==> src/design/nand_host_cfg.svh <==
`ifndef NAND_HOST_CFG_SVH
`define NAND_HOST_CFG_SVH

`define NH_CLK_PERIOD_PS 4000
`define NH_IO_W 16
`define NH_IO_MAX 16
`define NH_BLOCKS 8192
`define NH_PAGES 64
`define NH_BLK_W 13
`define NH_PG_W 6
`define NH_PAGE_BYTES 2112
`define NH_CNT_W 12
`define NH_SHIFT_W 24
`define NH_ADDR_BYTE_W 8
`define NH_COL_CYCLES 2
`define NH_ROW_CYCLES 3
`define NH_TMR_W 8
`define NH_SETUP_NS 10
`define NH_STROBE_NS 20
`define NH_WB_NS 100
`define NH_SYNC_CYC 2
`define NH_CYC(ns) ((((ns) * 1000) + `NH_CLK_PERIOD_PS - 1) / `NH_CLK_PERIOD_PS)
`define NH_WAIT_W 20
`define NH_WAIT_LIMIT 1000000
`define NH_FIFO_DEPTH 8

`endif

==> src/design/nand_host_pkg.sv <==
package nand_host_pkg;
`include "nand_host_cfg.svh"

  typedef enum logic [2:0] {
    OP_CMD = 3'h0,
    OP_ADDR = 3'h1,
    OP_COL = 3'h2,
    OP_ROW = 3'h3,
    OP_WR = 3'h4,
    OP_RD = 3'h5,
    OP_WAIT = 3'h6
  } op_e;

  typedef struct packed {
    op_e op;
    logic last;
    logic [`NH_IO_MAX-1:0] data;
    logic [`NH_CNT_W-1:0] col;
    logic [`NH_BLK_W-1:0] block;
    logic [`NH_PG_W-1:0] page;
    logic [`NH_CNT_W-1:0] count;
  } req_s;

  typedef enum logic [7:0] {
    S_IDLE = 8'h01,
    S_SETUP = 8'h02,
    S_WLOW = 8'h04,
    S_WHIGH = 8'h08,
    S_RGAP = 8'h10,
    S_RLOW = 8'h20,
    S_WAIT = 8'h40,
    S_END = 8'h80
  } state_e;

  typedef struct packed {
    logic ce_n;
    logic cle;
    logic ale;
    logic we_n;
    logic re_n;
    logic wp_n;
    logic [`NH_IO_MAX-1:0] io;
    logic oe;
  } pins_s;

  typedef struct packed {
    state_e state;
    logic [`NH_TMR_W-1:0] tmr;
    logic [`NH_WAIT_W-1:0] wait_cnt;
    pins_s pin;
    logic [`NH_SHIFT_W-1:0] shift;
    logic [`NH_CNT_W-1:0] left;
    logic [`NH_CNT_W-1:0] col;
    logic last;
    logic req_ready;
    logic done;
    logic timeout;
    logic push;
    logic [`NH_IO_MAX-1:0] push_data;
    logic rb_m;
    logic rb_s;
    logic [`NH_IO_MAX-1:0] io_m;
    logic [`NH_IO_MAX-1:0] io_s;
  } st_s;

endpackage

==> src/design/nand_host.sv <==
`timescale 1ns/10ps
`include "nand_host_cfg.svh"

// Functional notes
// - Host holds chip enable low for every bus operation.
// - Command, address and data are taken at write enable rising edge.
// - Address latch enable high marks address cycles only.
// - Command latch enable high marks command cycles only.
// - Each read enable low pulse returns the next word on the bus.
// - Ready/busy is open drain; an external pull-up supplies the high level.
// - One shared bidirectional bus, 8 or 16 bits wide per variant.
// - Array holds 8192 blocks of 64 pages each.
// - Page is 2048 main plus 64 spare bytes, 2112 total.
module nand_host #(
  parameter int IO_W = `NH_IO_W,
  parameter int FIFO_DEPTH = `NH_FIFO_DEPTH,
  parameter int WAIT_LIMIT = `NH_WAIT_LIMIT
) (
  input wire logic clk,
  input wire logic nrst,
  input wire logic req_valid,
  input wire nand_host_pkg::req_s req,
  output logic req_ready,
  output logic done,
  output logic timeout,
  output logic rd_valid,
  output logic [IO_W-1:0] rd_data,
  input wire logic rd_ready,
  input wire logic protect,
  output logic ce_n,
  output logic cle,
  output logic ale,
  output logic we_n,
  output logic re_n,
  output logic wp_n,
  output logic [IO_W-1:0] io_out,
  output logic io_oe,
  input wire logic [IO_W-1:0] io_in,
  input wire logic rb_n_in,
  output logic rb_ready,
  output logic [`NH_CNT_W-1:0] col
);
  import nand_host_pkg::*;

  ////////////////////////////////////////////////////////////////////////
  localparam int CW = `NH_CNT_W;
  localparam int TW = `NH_TMR_W;
  localparam int PAGE_WORDS = `NH_PAGE_BYTES * 8 / IO_W;
  localparam logic [CW-1:0] PW = CW'(PAGE_WORDS);
  localparam logic [CW-1:0] COL_N = CW'(`NH_COL_CYCLES);
  localparam logic [CW-1:0] ROW_N = CW'(`NH_ROW_CYCLES);
  localparam logic [TW-1:0] SETUP_T = TW'(`NH_CYC(`NH_SETUP_NS) - 1);
  localparam logic [TW-1:0] STROBE_T = TW'(`NH_CYC(`NH_STROBE_NS) - 1);
  localparam logic [TW-1:0] RLOW_T = TW'(`NH_CYC(`NH_STROBE_NS) + `NH_SYNC_CYC - 1);
  localparam logic [TW-1:0] WB_T = TW'(`NH_CYC(`NH_WB_NS) - 1);
  localparam logic [`NH_WAIT_W-1:0] WAIT_MAX = `NH_WAIT_W'(WAIT_LIMIT);

  localparam st_s ST_RESET = '{
    state: S_IDLE,
    pin: '{ce_n: 1'b1, we_n: 1'b1, re_n: 1'b1, default: '0},
    req_ready: 1'b1,
    default: '0
  };

  st_s s_r;
  st_s s_nxt;
  logic fifo_ready;

  function automatic logic [CW-1:0] clamp(input logic [CW-1:0] v, input logic [CW-1:0] lim);
    return (v > lim) ? lim : v;
  endfunction

  function automatic logic [`NH_IO_MAX-1:0] addr_byte(input logic [`NH_SHIFT_W-1:0] sh);
    return `NH_IO_MAX'(sh[`NH_ADDR_BYTE_W-1:0]);
  endfunction

  ////////////////////////////////////////////////////////////////////////
  always_comb begin
    s_nxt = s_r;
    s_nxt.push = 1'b0;
    s_nxt.done = 1'b0;
    // ready/busy has an external pull-up; only its level is sampled
    s_nxt.rb_m = rb_n_in;
    s_nxt.rb_s = s_r.rb_m;
    s_nxt.io_m = `NH_IO_MAX'(io_in);
    s_nxt.io_s = s_r.io_m;
    s_nxt.pin.wp_n = ~protect;
    if (s_r.tmr != '0) begin
      s_nxt.tmr = s_r.tmr - 1'b1;
    end
    unique case (s_r.state)
      S_IDLE: begin
        if (req_valid && s_r.req_ready) begin
          s_nxt.req_ready = 1'b0;
          s_nxt.timeout = 1'b0;
          s_nxt.last = req.last;
          s_nxt.pin.ce_n = 1'b0;
          s_nxt.tmr = SETUP_T;
          s_nxt.state = S_SETUP;
          s_nxt.left = CW'(1);
          s_nxt.shift = `NH_SHIFT_W'(req.data);
          unique case (req.op)
            OP_CMD: begin
              s_nxt.pin.cle = 1'b1;
            end
            OP_ADDR: begin
              s_nxt.pin.ale = 1'b1;
            end
            OP_COL: begin
              s_nxt.pin.ale = 1'b1;
              s_nxt.col = clamp(req.col, PW - 1'b1);
              s_nxt.shift = `NH_SHIFT_W'(s_nxt.col);
              s_nxt.left = COL_N;
            end
            OP_ROW: begin
              s_nxt.pin.ale = 1'b1;
              s_nxt.shift = `NH_SHIFT_W'({req.block, req.page});
              s_nxt.left = ROW_N;
            end
            OP_WR: begin
            end
            OP_RD: begin
              s_nxt.left = clamp(req.count, PW - s_r.col);
              s_nxt.tmr = '0;
              s_nxt.state = S_RGAP;
            end
            default: begin
              s_nxt.tmr = WB_T;
              s_nxt.wait_cnt = '0;
              s_nxt.state = S_WAIT;
            end
          endcase
          s_nxt.pin.io = s_nxt.pin.ale ? addr_byte(s_nxt.shift) : req.data;
          // bus is driven only while read enable stays high
          s_nxt.pin.oe = (s_nxt.state == S_SETUP);
        end
      end
      S_SETUP: begin
        if (s_r.tmr == '0) begin
          s_nxt.pin.we_n = 1'b0;
          s_nxt.tmr = STROBE_T;
          s_nxt.state = S_WLOW;
        end
      end
      S_WLOW: begin
        if (s_r.tmr == '0) begin
          // rising edge latches the value held on the bus
          s_nxt.pin.we_n = 1'b1;
          s_nxt.tmr = STROBE_T;
          s_nxt.state = S_WHIGH;
        end
      end
      S_WHIGH: begin
        if (s_r.tmr == '0) begin
          if (s_r.left > CW'(1)) begin
            s_nxt.left = s_r.left - 1'b1;
            s_nxt.shift = s_r.shift >> `NH_ADDR_BYTE_W;
            s_nxt.pin.io = addr_byte(s_nxt.shift);
            s_nxt.pin.we_n = 1'b0;
            s_nxt.tmr = STROBE_T;
            s_nxt.state = S_WLOW;
          end else begin
            s_nxt.pin.cle = 1'b0;
            s_nxt.pin.ale = 1'b0;
            s_nxt.pin.oe = 1'b0;
            s_nxt.state = S_END;
          end
        end
      end
      S_RGAP: begin
        if (s_r.left == '0) begin
          s_nxt.state = S_END;
        end else if (s_r.tmr == '0 && fifo_ready) begin
          s_nxt.pin.re_n = 1'b0;
          s_nxt.tmr = RLOW_T;
          s_nxt.state = S_RLOW;
        end
      end
      S_RLOW: begin
        if (s_r.tmr == '0) begin
          // synchronised bus lags the pin by the synchroniser depth
          s_nxt.push = 1'b1;
          s_nxt.push_data = s_r.io_s;
          s_nxt.pin.re_n = 1'b1;
          s_nxt.col = s_r.col + 1'b1;
          s_nxt.left = s_r.left - 1'b1;
          s_nxt.tmr = STROBE_T;
          s_nxt.state = S_RGAP;
        end
      end
      S_WAIT: begin
        s_nxt.wait_cnt = s_r.wait_cnt + 1'b1;
        if (s_r.tmr == '0 && s_r.rb_s) begin
          s_nxt.state = S_END;
        end else if (s_r.wait_cnt == WAIT_MAX) begin
          s_nxt.timeout = 1'b1;
          s_nxt.state = S_END;
        end else begin
          s_nxt.state = S_WAIT;
        end
      end
      S_END: begin
        // released chip enable lets the device go to standby when idle
        s_nxt.pin.ce_n = s_r.last;
        s_nxt.req_ready = 1'b1;
        s_nxt.done = 1'b1;
        s_nxt.state = S_IDLE;
      end
      default: begin
        s_nxt = ST_RESET;
      end
    endcase
  end

  always_ff @(posedge clk or negedge nrst) begin
    if (!nrst) begin
      s_r <= ST_RESET;
    end else begin
      s_r <= s_nxt;
    end
  end

  ////////////////////////////////////////////////////////////////////////
  nand_fifo #(
    .W(IO_W),
    .DEPTH(FIFO_DEPTH)
  ) u_fifo (
    .clk(clk),
    .nrst(nrst),
    .in_valid(s_r.push),
    .in_data(s_r.push_data[IO_W-1:0]),
    .in_ready(fifo_ready),
    .out_valid(rd_valid),
    .out_data(rd_data),
    .out_ready(rd_ready)
  );

  assign req_ready = s_r.req_ready;
  assign done = s_r.done;
  assign timeout = s_r.timeout;
  assign ce_n = s_r.pin.ce_n;
  assign cle = s_r.pin.cle;
  assign ale = s_r.pin.ale;
  assign we_n = s_r.pin.we_n;
  assign re_n = s_r.pin.re_n;
  assign wp_n = s_r.pin.wp_n;
  assign io_out = s_r.pin.io[IO_W-1:0];
  assign io_oe = s_r.pin.oe;
  assign rb_ready = s_r.rb_s;
  assign col = s_r.col;
endmodule

==> src/design/nand_fifo.sv <==
`timescale 1ns/10ps
module nand_fifo #(
  parameter int W = 8,
  parameter int DEPTH = 8
) (
  input wire logic clk,
  input wire logic nrst,
  input wire logic in_valid,
  input wire logic [W-1:0] in_data,
  output logic in_ready,
  output logic out_valid,
  output logic [W-1:0] out_data,
  input wire logic out_ready
);
  localparam int AW = (DEPTH > 1) ? $clog2(DEPTH) : 1;
  localparam logic [AW:0] FULL = (AW + 1)'(DEPTH);
  localparam logic [AW-1:0] LAST = AW'(DEPTH - 1);

  logic [W-1:0] mem [DEPTH];
  logic [AW-1:0] wr_r;
  logic [AW-1:0] rd_r;
  logic [AW:0] cnt_r;
  logic out_valid_r;
  logic [W-1:0] out_data_r;
  logic wr_en;
  logic rd_en;

  function automatic logic [AW-1:0] wrap_inc(input logic [AW-1:0] p);
    return (p == LAST) ? '0 : p + 1'b1;
  endfunction

  assign in_ready = (cnt_r != FULL);
  assign wr_en = in_valid && in_ready;
  // output register refills whenever it is empty or being taken
  assign rd_en = (cnt_r != '0) && (!out_valid_r || out_ready);
  assign out_valid = out_valid_r;
  assign out_data = out_data_r;

  always_ff @(posedge clk) begin
    if (wr_en) begin
      mem[wr_r] <= in_data;
    end
  end

  always_ff @(posedge clk or negedge nrst) begin
    if (!nrst) begin
      wr_r <= '0;
      rd_r <= '0;
      cnt_r <= '0;
      out_valid_r <= 1'b0;
      out_data_r <= '0;
    end else begin
      if (wr_en) begin
        wr_r <= wrap_inc(wr_r);
      end
      if (rd_en) begin
        rd_r <= wrap_inc(rd_r);
        out_data_r <= mem[rd_r];
        out_valid_r <= 1'b1;
      end else if (out_ready) begin
        out_valid_r <= 1'b0;
      end
      cnt_r <= cnt_r + (AW + 1)'(wr_en) - (AW + 1)'(rd_en);
    end
  end
endmodule

==> config.mk <==
export PLATFORM = sky130hd
export DESIGN_NAME = nand_host
export DESIGN_NICKNAME = d
export VERILOG_FILES = /design/src/design/nand_host_pkg.sv /design/src/design/nand_host.sv /design/src/design/nand_fifo.sv
export VERILOG_INCLUDE_DIRS = /design/src /design/src/design
export SDC_FILE = /design/constraint.sdc
export NUM_CORES = 1
export LEC_CHECK = 0
export BUFFER_PORTS_ARGS = -buffer_cell sky130_fd_sc_hd__clkbuf_2
export CELL_PAD_IN_SITES_DETAIL_PLACEMENT = 0
export CELL_PAD_IN_SITES_GLOBAL_PLACEMENT = 1
export CORE_MARGIN = 1
export CORE_UTILIZATION = 48
export DETAILED_ROUTE_END_ITERATION = 10
export PLACE_DENSITY_LB_ADDON = 0.1
export SYNTH_ARGS = -nofsm -noshare
export SYNTH_HDL_FRONTEND = slang
export SYNTH_SLANG_ARGS = --single-unit
==> constraint.sdc <==
create_clock -name clk -period 4.3 [get_ports clk]
set_clock_uncertainty 0.15 [all_clocks]
set_input_delay 0.43 -clock clk [delete_from_list [all_inputs] [get_ports clk]]
set_output_delay 0.43 -clock clk [all_outputs]
set_load 0.01 [all_outputs]
Word-level counts from Yosys, hierarchy flattened
Memory sizes are Yosys's and may differ from the RTL's. A register that Yosys moved wholly into a read port is not among the register bits.
Index checks and enable logic that the tools add are counted.
{ "word_totals": {"regBits": 173, "latchBits": 0, "mem_bits_rw": 128, "romBits": 0, "inputBits": 85, "out_inout_bits": 56, "n_memories": 1} }
{ "memory_table": {"columns": ["memory", "words", "width", "rd", "rd_clocked_by_memory_dff", "write_ports", "line_no", "rtl"], "rows": [
  ["u_fifo.mem", 8, 16, 1, 1, 1, "nand_fifo.sv:19", "logic [W-1:0] mem [DEPTH];"]
]} }
{ "classes": {"n_addsub": 9, "n_mul": 0, "div_mod_pow": 0, "n_lt_le_gt_ge": 3, "n_eq_ne": 33, "n_shift": 0, "n_mux": 67, "bitwise": 10, "reduce_logical": 41} }
{ "op_table": {"columns": ["cell", "count"], "rows": [
  ["$mux 16", 9],
  ["$pmux 41 s3", 1],
  ["$pmux 8 s7", 2],
  ["$pmux 12 s3", 2],
  ["$mux 67", 1],
  ["$pmux 20 s3", 1],
  ["$mux 8", 7],
  ["$mux 53", 1],
  ["$pmux 12 s4", 1],
  ["$mux 39", 1],
  ["$pmux 19 s2", 1],
  ["$mux 12", 3],
  ["$mux 36", 1],
  ["$reduce_or 6->1", 6],
  ["$mux 34", 1],
  ["$pmux 17 s2", 1],
  ["$pmux 15 s2", 1],
  ["$mux 24", 1],
  ["$ne 2x2->1 const B", 12],
  ["$add 20x1->20 const B", 1],
  ["$eq 20x20->1 const B", 1],
  ["$mux 20", 1],
  ["$reduce_and 4->1", 5],
  ["$mux 1", 19],
  ["50 further kinds", 83]
]} }

Depth between registers and ports, before layout
Gate-level depths: netlist (run 1).
{ "logic_depth": {"ltp_word": 8, "ltp_mapped": 14} }

Modules after synthesis
Synthesis (run 1) repeated with hierarchy kept, for this count alone.
{ "unflattened": {"cells_unflattened": 1266, "hier_area_um2": 14617.8} }
{ "by_module_without_submodules": {"columns": ["module", "instances", "cells_per_inst", "area_per_inst_um2", "seq_area_each_um2"], "rows": [
  ["nand_host", 1, 914, 8378.0, 3734.8],
  ["nand_fifo", 1, 352, 6239.7, 4519.3]
]} }

Least setup slack after synthesis (run 1)
Ideal clock, no wire load.
{ "synth_path": {"path_type": "reg-to-reg", "startpoint": "register s_r, in the netlist col[0]", "endpoint": "register s_r[73] (netlist bit)", "setup_time_ns": 0.087, "t_arrival_ns": 3.576, "slack_ns": 0.487, "stages_incl_launch_ff": 14, "synth_period_minus_slack_ns": 3.813, "path_cell_list": "dfrtp_1 > inv_1 > ha_1 > or4b_2 > and2_1 > nor3_1 > xor2_1 > ha_1 > nand4_1 > a211o_1 > a31oi_1 > clkbuf_1 > mux2_2 > o211ai_1"} }
{ "synth_between": {"elab_chain_len": 6} }
{ "synth_lines": {"columns": ["item", "line_no", "rtl"], "rows": [
  ["from (decl)", "nand_host.sv:65", "st_s s_r;"],
  ["from (signal assigned)", "nand_host.sv:219", "s_r <= s_nxt;"],
  ["$sub 11x12->12 (*)", "nand_host.sv:123", "s_nxt.left = clamp(req.count, PW - s_r.col);"],
  ["$gt 12x12->1", "nand_host.sv:70", "return (v > lim) ? lim : v;"],
  ["$mux 12 (*)", "nand_host.sv:70", null],
  ["$pmux 12 s3 (*)", "nand_host.sv:102", "unique case (req.op)"],
  ["$mux 67 (*)", "nand_host.sv:93", "if (req_valid && s_r.req_ready) begin"],
  ["$pmux 12 s4 (*)", "nand_host.sv:91", "unique case (s_r.state)"]
]} }
Every way passes the cells marked *; elsewhere a longest branch is shown, timed or not. The select of a mux whose other input is x is not followed.
A chain may end at the register's enable or synchronous reset.

Worst setup path after layout (run 1)
{ "layout_path": {"startpoint": "register s_r, in the netlist col[0]", "endpoint": "register s_r[74] (netlist bit)"} }
The elaborated chain is that of the path after synthesis.

==> results of run 1 <==
sequential cells by signal (all words and copies together) (netlist names), 3 cells and up:
signal           cells
u_fifo.mem         128
s_r                110
io_out              16
u_fifo.out_data     16
col                 12
u_fifo.cnt_r         4
u_fifo.rd_r          3
u_fifo.wr_r          3
power groups by stage:
| stage | logic, mW | clock network, mW | registers [mW] |
|---|---|---|---|
| 2_1_floorplan | 2.98 | 0 | 3.81 |
| 3_3_place_gp | 3.63 | 0 | 4.05 |
| 3_5_place_dp | 3.66 | 0 | 4.06 |
| 4_1_cts | 3.70 | 2.89 | 4.01 |
| 5_1_grt | 4.07 | 2.99 | 4.09 |
| 6_report | 3.68 | 2.83 | 4.01 |
final cells by class:
class,instances,area share (%)
timing repair buffer,187,6.88
sequential,304,49.8
tap,384,2.90
clock buffer,48,5.57
inverter,44,1.01
multi-input combinational,755,32.8
clock inverter,14,1.03
routing by layer:
layer,track usage [%],routed length [um]
met1,33.0,16200
met2,33.9,15300
met3,3.50,1590
met4,6.88,889
met5,0,0
metrics by stage:
| stage | hold WS [ns] | cell area [um2] |
|---|---|---|
| finish | 0.0130 | 16600 |
| floorplan | -0.0156 | 14300 |
| CTS | 0.00302 | 16600 |
| detailed placement | 0.298 | 15200 |
| global route | 0.00237 | 16600 |
| global placement | 0.293 | 15200 |
kinds of logic after synthesis:
logic type | Yosys count | share of synthesized area (%)
compound gates | 260 | 12.0
xor+xnor | 17 | 1.04
fa+ha+maj | 31 | 2.76
buf+inv | 135 | 4.70
flops | 304 | 57.7
mux | 62 | 7.25
simple gates | 385 | 14.6
final timing paths:
path | start | depth (start not counted) | endpoint
min in group asynchronous | nrst | 2 | io_out[6]
worst max register to register | col[0] | 13 | s_r[74]
worst max-delay path | col[0] | 13 | s_r[74]
max in group asynchronous | nrst | 3 | u_fifo.rd_r[1]
worst min register to register | s_r[10] | 1 | s_r[44]
worst min-delay path | io_in[0] | 2 | s_r[16]
critical path, delay by kind of cell (launching register included):
family                   cells  cell delay (ns)
XOR/XNOR                     1             0.13
flip-flops                   1             0.47
buffers and inverters        2             0.39
multiplexers                 1             0.36
AND/OR/NAND/NOR              4             1.14
adder cells (fa/ha/maj)      2             0.51
AO/OA/AOI/OAI                3             0.62
cells in the final DEF (no fill, tap or decap), drive strengths merged, types with 17 or more instances in the layout:
cell type	instances
a21oi	64
a22o	28
and3	17
buf	21
clkbuf	188
dfrtp	171
dlygate4sd3	26
edfxtp	128
ha	30
inv	45
mux2i	17
mux4	32
nand2	74
nand3	36
nor2	95
nor2b	41
nor3	28
o21ai	74
what timing repair did:
item,4_1_cts,5_1_grt
hold buffers,26,0
hold endpoints to repair,98,0
setup buffers,0,0
==> flow_summary.rst, run 1 <==
.. list-table::
   :header-rows: 1

   * - Metric
     - Value
   * - Data required time of the worst path
     - 4.58 ns
   * - Peak fanout along the critical path
     - 13
   * - Cell total after placement
     - approximately 1600
   * - Filler cells
     - roughly 2500
   * - Post-layout nets
     - 1442
   * - GPL Wtd Cong
     - 0.835
   * - Cell internal power dissipation
     - around 6.6 mW
   * - Signed area change from the synthesized netlist to the final layout
     - 15.9%
   * - Synthesized area per cell
     - approximately 12 um2
   * - Sequential Area
     - roughly 8300 um2
   * - Switch Pwr
     - 3.89 mW
   * - Fraction of final layout cells with drive strength greater than 1
     - around 22%
   * - Post-Synthesis Net Count
     - roughly 1300
   * - Endpoint arrival time on the critical path
     - 4.17 ns
   * - Final WS setup
     - about 0.41 ns
   * - Total power per unit cell area
     - 635 nW/um2
   * - Slowest stage delay, CP
     - 0.61 ns
   * - TritonCTS clock tree
     - done
   * - Clock root buffer
     - sky130_fd_sc_hd__clkbuf_16
   * - Library cell occupying the most area in the post-synthesis netlist
     - sky130_fd_sc_hd__dfrtp_1
   * - Post-Synthesis Cell Area
     - roughly 14000 um2
   * - Yosys warning count
     - 0
   * - Count of antenna diodes in the layout
     - 0
   * - Height of the die
     - about 170 um
   * - Seq cells post-synth
     - 304
   * - Main area contributors after synthesis
     - sky130_fd_sc_hd__dfrtp_1 30%, sky130_fd_sc_hd__edfxtp_1 27%, sky130_fd_sc_hd__mux4_2 5.0%
   * - Fraction of power spent switching nets
     - about 37%
   * - Total count of max-transition violations in the final report
     - 0
   * - Post-synthesis instance total
     - 1194
   * - Site row count
     - between 60 and 70
   * - Unrepaired setup endpoints after global routing
     - no
   * - Post-DP HPWL
     - around 23000 um
   * - Worst-case clock buffer depth
     - 3
   * - Register share of total power
     - a little under two fifths
   * - Die X
     - between 150 and 200 um
   * - First-pass GRT wire length
     - ~53000 um
   * - Worst slack at placement
     - ~0.44 ns
   * - DRC violation count after routing
     - 0
   * - Number of global-route vias before repair
     - between 9000 and 10000
   * - Fin Setup TNS
     - 0 ns
   * - Number of DRC violations after detailed-routing iteration 0
     - just over 700
   * - WL/cell
     - 19.5 um
   * - Period minus WS final
     - a little under 4 ns
   * - Cells along the critical path
     - inv_1 -> ha_1 -> or4b_2 -> and2_1 -> nor3_1 -> xor2_1 -> ha_1 -> nand4_1 -> a211o_1 -> a31oi_1 -> buf_4 -> mux2_2 -> o211ai_1
   * - Number of buffers added by the clock tree synthesis step
     - 34
   * - Drt via density
     - 5.68
   * - Max Freq
     - 0.257 GHz
   * - Count of final setup violators
     - 0
   * - Distinct cells, synth
     - a little over 80
   * - DR vias
     - approximately 9900
   * - Die Outline Area
     - a little over 30000 um2
   * - Tcrit/Tclk final
     - between 90% and 100%
   * - Start-to-end type of the worst setup path
     - reg2reg
   * - # IOs
     - about 140
   * - Clock share of power
     - a little over a quarter
   * - Share of synthesized area occupied by flip-flops and latches
     - 57.7%
   * - Yosys top cell area share
     - between 20% and 30%
   * - DRT Pass-1 Iters
     - 5
   * - Area of the core region
     - approximately 29000 um2
   * - Input/output buffers
     - between 100 and 150
   * - Area of the multi-input gates
     - between 5000 and 6000 um2
   * - Worst-path clk slew
     - roughly 0.060 ns
   * - Total Routed Length
     - 33900 um
   * - Number of enable flip-flop cells after synthesis
     - 128
   * - Number of clock sinks
     - approximately 300
   * - Commonest cells post-synth
     - 171 x sky130_fd_sc_hd__dfrtp_1, 128 x sky130_fd_sc_hd__edfxtp_1, 93 x sky130_fd_sc_hd__nor2_1
   * - Cell type with the highest occurrence count on the critical path
     - sky130_fd_sc_hd__ha_1
   * - Pin count of the biggest net entering global routing
     - between 70 and 80
   * - GRT Total Usage
     - approximately 22%
   * - FFs w/ async S/R, synth
     - 57.9%
   * - Hold Violations, Final
     - 0
   * - Worst path slowest cell
     - sky130_fd_sc_hd__or4b_2
   * - Final Non-Filler Cells
     - 1736
   * - Worst ir drop on vdd
     - around 300 uV
   * - Type of the worst min-delay path
     - in2reg
   * - # resized after CTS
     - 0
   * - Endpoint class of the critical path
     - flop
   * - Top_reg_cell synth
     - sky130_fd_sc_hd__dfrtp_1
   * - Total power after layout
     - ~11 mW
   * - Part of the total power dissipated in combinational logic
     - 35.0%
   * - Startpoint Class
     - flop
   * - Antenna-violating nets left
     - 0
   * - Relative slew slack
     - between 20% and 30%
   * - Layout Utilization
     - a little under three fifths
   * - Htree depth
     - 2
   * - Worst Tran Pin Value
     - 1.09 ns
   * - Clock insertion delay at the later pin of the skew report
     - between 0.5 and 0.6 ns
   * - Grt total ovfl
     - 0
   * - Outcome
     - finished, final reports clean
   * - LEAKAGE
     - between 7 and 8 nW
   * - Antenna violations before repair
     - 0
   * - Reg-to-reg slack, setup
     - around 0.4 ns
   * - Starting utilization of the core area
     - 49.3%
   * - Leading cell type by number of instances after synthesis
     - sky130_fd_sc_hd__dfrtp_1
   * - Max-cap check violation count
     - 0
Power figures use the tool's default switching activity.
==> run 2, diff against run 1 <==
==> constraint.sdc (replaced) <==
create_clock -name clk -period 4.3 [get_ports clk]
set_clock_uncertainty 0.15 [all_clocks]
set_input_delay 0.645 -clock clk [delete_from_list [all_inputs] [get_ports clk]]
set_output_delay 0.645 -clock clk [all_outputs]
set_load 0.01 [all_outputs]
==> flow_summary.rst, run 2 (synthesis gave the netlist of run 1 again) <==
.. list-table::
   :header-rows: 1

   * - Metric
     - Value
   * - Number of buffers added by the clock tree synthesis step
     - 35 (+2.9%)
   * - Grt total ovfl
     - 0 (unchanged)
   * - Worst slack at placement
     - 0.448 ns (+0.00408 ns)
   * - Reg2reg path depth
     - 13 (unchanged)
   * - DRC violation count after routing
     - 0 (unchanged)
   * - Capturing point of the worst reg2reg path
     - s_r[68]
   * - Endpoint class of the critical path
     - flop
   * - Endpoint arrival time on the critical path
     - 4.14 ns (-0.03 ns)
   * - Worst ir drop on vdd
     - 353 uV (+19%)
   * - Type of the worst min-delay path
     - in2async
   * - Starting utilization of the core area
     - 49.3% (unchanged)
   * - Tcrit/Tclk final
     - 89.9% (-0.53 points)
   * - Number of DRC violations after detailed-routing iteration 0
     - 635 (-11%)
   * - CTS hold repair buffers
     - 0 (-100%)
   * - Total power per unit cell area
     - 652 nW/um2 (+2.6%)
   * - # IOs
     - 141 (unchanged)
   * - # resized after CTS
     - 0 (unchanged)
   * - Input/output buffers
     - 140 (unchanged)
   * - Worst path slowest cell
     - sky130_fd_sc_hd__or4b_2
   * - Number of clock sinks
     - 304 (unchanged)
   * - Post-layout nets
     - 1417 (-1.7%)
   * - GRT Total Usage
     - 22.6% (+0.26 points)
   * - Layout Utilization
     - 56.6% (-0.50 points)
   * - Worst hold slack
     - 0.0289 ns (+0.0159 ns)
   * - Reg-to-reg critical path startpoint
     - col[0]
   * - Reg-to-reg slack, setup
     - 0.43 ns (+0.02 ns)
   * - Htree depth
     - 2 (unchanged)
   * - Cell type with the highest occurrence count on the critical path
     - sky130_fd_sc_hd__ha_1
   * - Fraction of final layout cells with drive strength greater than 1
     - 23.1% (+0.87 points)
   * - Relative slew slack
     - 24.4% (-2.6 points)
   * - Max Freq
     - 0.259 GHz (+0.59%)
   * - Antenna violations before repair
     - 0 (unchanged)
   * - Height of the die
     - 175 um (unchanged)
   * - Max-cap check violation count
     - 0 (unchanged)
   * - TritonCTS clock tree
     - done
   * - Total Routed Length
     - 33600 um (-0.90%)
   * - Slowest stage delay, CP
     - 0.61 ns (about the same)
   * - Total count of max-transition violations in the final report
     - 0 (unchanged)
   * - Most flops, register
     - u_fifo.mem
   * - Signed area change from the synthesized netlist to the final layout
     - 14.9%
   * - Worst-case clock buffer depth
     - 3 (unchanged)
   * - Most common cell after layout, fill and taps aside
     - sky130_fd_sc_hd__dfrtp_1
   * - Pin count of the biggest net entering global routing
     - 100 (+32%)
   * - Clock root buffer
     - sky130_fd_sc_hd__clkbuf_16
   * - DRT Pass-1 Iters
     - 5 (unchanged)
   * - Outcome
     - finished, final reports clean
   * - Clock insertion delay at the later pin of the skew report
     - 0.53 ns (about the same)
   * - Data required time of the worst path
     - 4.58 ns (about the same)
   * - Worst-path clk slew
     - 0.06 ns (about the same)
   * - Start-to-end type of the worst setup path
     - reg2reg
   * - Largest registers
     - u_fifo.mem x128, s_r x110
   * - Number of global-route vias before repair
     - 9529 (-0.48%)
   * - WL/cell
     - 19.6 um (+0.55%)
   * - Period minus WS final
     - 3.87 ns (-0.0230 ns)
   * - LEAKAGE
     - 7.12 nW (-0.73%)
   * - Commonest non-fill, non-tap cells in the layout
     - 169 x sky130_fd_sc_hd__dfrtp_1, 139 x sky130_fd_sc_hd__clkbuf_2, 128 x sky130_fd_sc_hd__edfxtp_1
   * - Peak fanout along the critical path
     - 13 (unchanged)
   * - Site row count
     - 62 (unchanged)
   * - Unrepaired setup endpoints after global routing
     - no
   * - Drt via density
     - 5.63 (-0.97%)
   * - Cells along the critical path
     - inv_1 -> ha_1 -> or4b_2 -> and2_1 -> nor3_1 -> xor2_1 -> ha_1 -> nand4_1 -> a211o_1 -> a31oi_1 -> buf_4 -> mux2_2 -> o211ai_1
   * - First-pass GRT wire length
     - 53900 um (+0.70%)
   * - Buffers inserted during post-CTS setup optimization
     - 0 (unchanged)
   * - Total power after layout
     - 10.7 mW (+1.7%)
   * - Area of the core region
     - 29000 um2 (unchanged)
   * - Fin Setup TNS
     - 0 ns (unchanged)
   * - Max FFs per register
     - 128 (unchanged)
   * - Count of antenna diodes in the layout
     - 0 (unchanged)
   * - Count of final setup violators
     - 0 (unchanged)
   * - Die X
     - 175 um (unchanged)
   * - Die Outline Area
     - 30500 um2 (unchanged)
   * - GPL Wtd Cong
     - 0.841 (+0.73%)
   * - DR vias
     - 9632 (-2.4%)
   * - Final WS setup
     - 0.433 ns (+0.0230 ns)
   * - Post-DP HPWL
     - 22700 um (-0.69%)
   * - Worst Tran Pin Value
     - 1.13 ns (+0.0387 ns)
   * - Startpoint Class
     - flop
   * - Antenna-violating nets left
     - 0 (unchanged)
   * - Hold Violations, Final
     - 0 (unchanged)
-- run 2: how the worst max path moves through the flow --
stage,startpoint,end,slack [ns],cells past startpoint
global route,col[0],s_r[68],0.17,13
CTS,col[0],s_r[77],0.45,13
finish,col[0],s_r[68],0.43,13
detailed placement,col[0],s_r[77],0.45,13
floorplan,col[0],s_r[73],0.49,13
global placement,col[0],s_r[68],0.55,13
-- run 2: layer usage --
metal | up-vias | GRT usage [%] | part of all wire (%)
li1 | 4592 | - | -
met1 | 4772 | 33.3 | 48
met2 | 227 | 34.9 | 46
met3 | 41 | 3.26 | 4.2
met4 | 0 | 6.27 | 1.8
met5 | - | 0 | 0
-- run 2: cell type report --
class                   instances  area, um2
repair buffers                161        880
inverters                      44        168
clock buffers                  49       1020
flip-flops and latches        304       8260
fillers                      2473      12600
well taps                     384        480
clock inverters                14        186
multi-input cells             755       5440
-- run 2: report_power, final --
group          switching (mW)  total (mW)  leakage, nW  internal (mW)
clock network            1.19        3.04        0.591           1.86
registers               0.519        4.01         3.65           3.49
logic                    2.17        3.66         2.88           1.49
total                    3.88        10.7         7.12           6.83
-- run 2: per-stage QoR --
| step | area [um2] | cells |
|---|---|---|
| after global routing | 16400 | 1711 |
| after global placement | 15200 | 1648 |
| after detailed placement | 15200 | 1648 |
| after CTS | 16400 | 1711 |
| after floorplan | 14300 | 1194 |
| final | 16400 | 1711 |
-- run 2: critical path: cells and delay by family, from the launching register on --
| kind | cells | cell delay [ns] |
|---|---|---|
| adders and majority gates | 2 | 0.50 |
| and+or+nand+nor | 4 | 1.15 |
| muxes | 1 | 0.36 |
| buffers and inverters | 2 | 0.38 |
| AOI/OAI and AO/OA | 3 | 0.62 |
| xor gates and xnor gates | 1 | 0.13 |
| DFF | 1 | 0.48 |
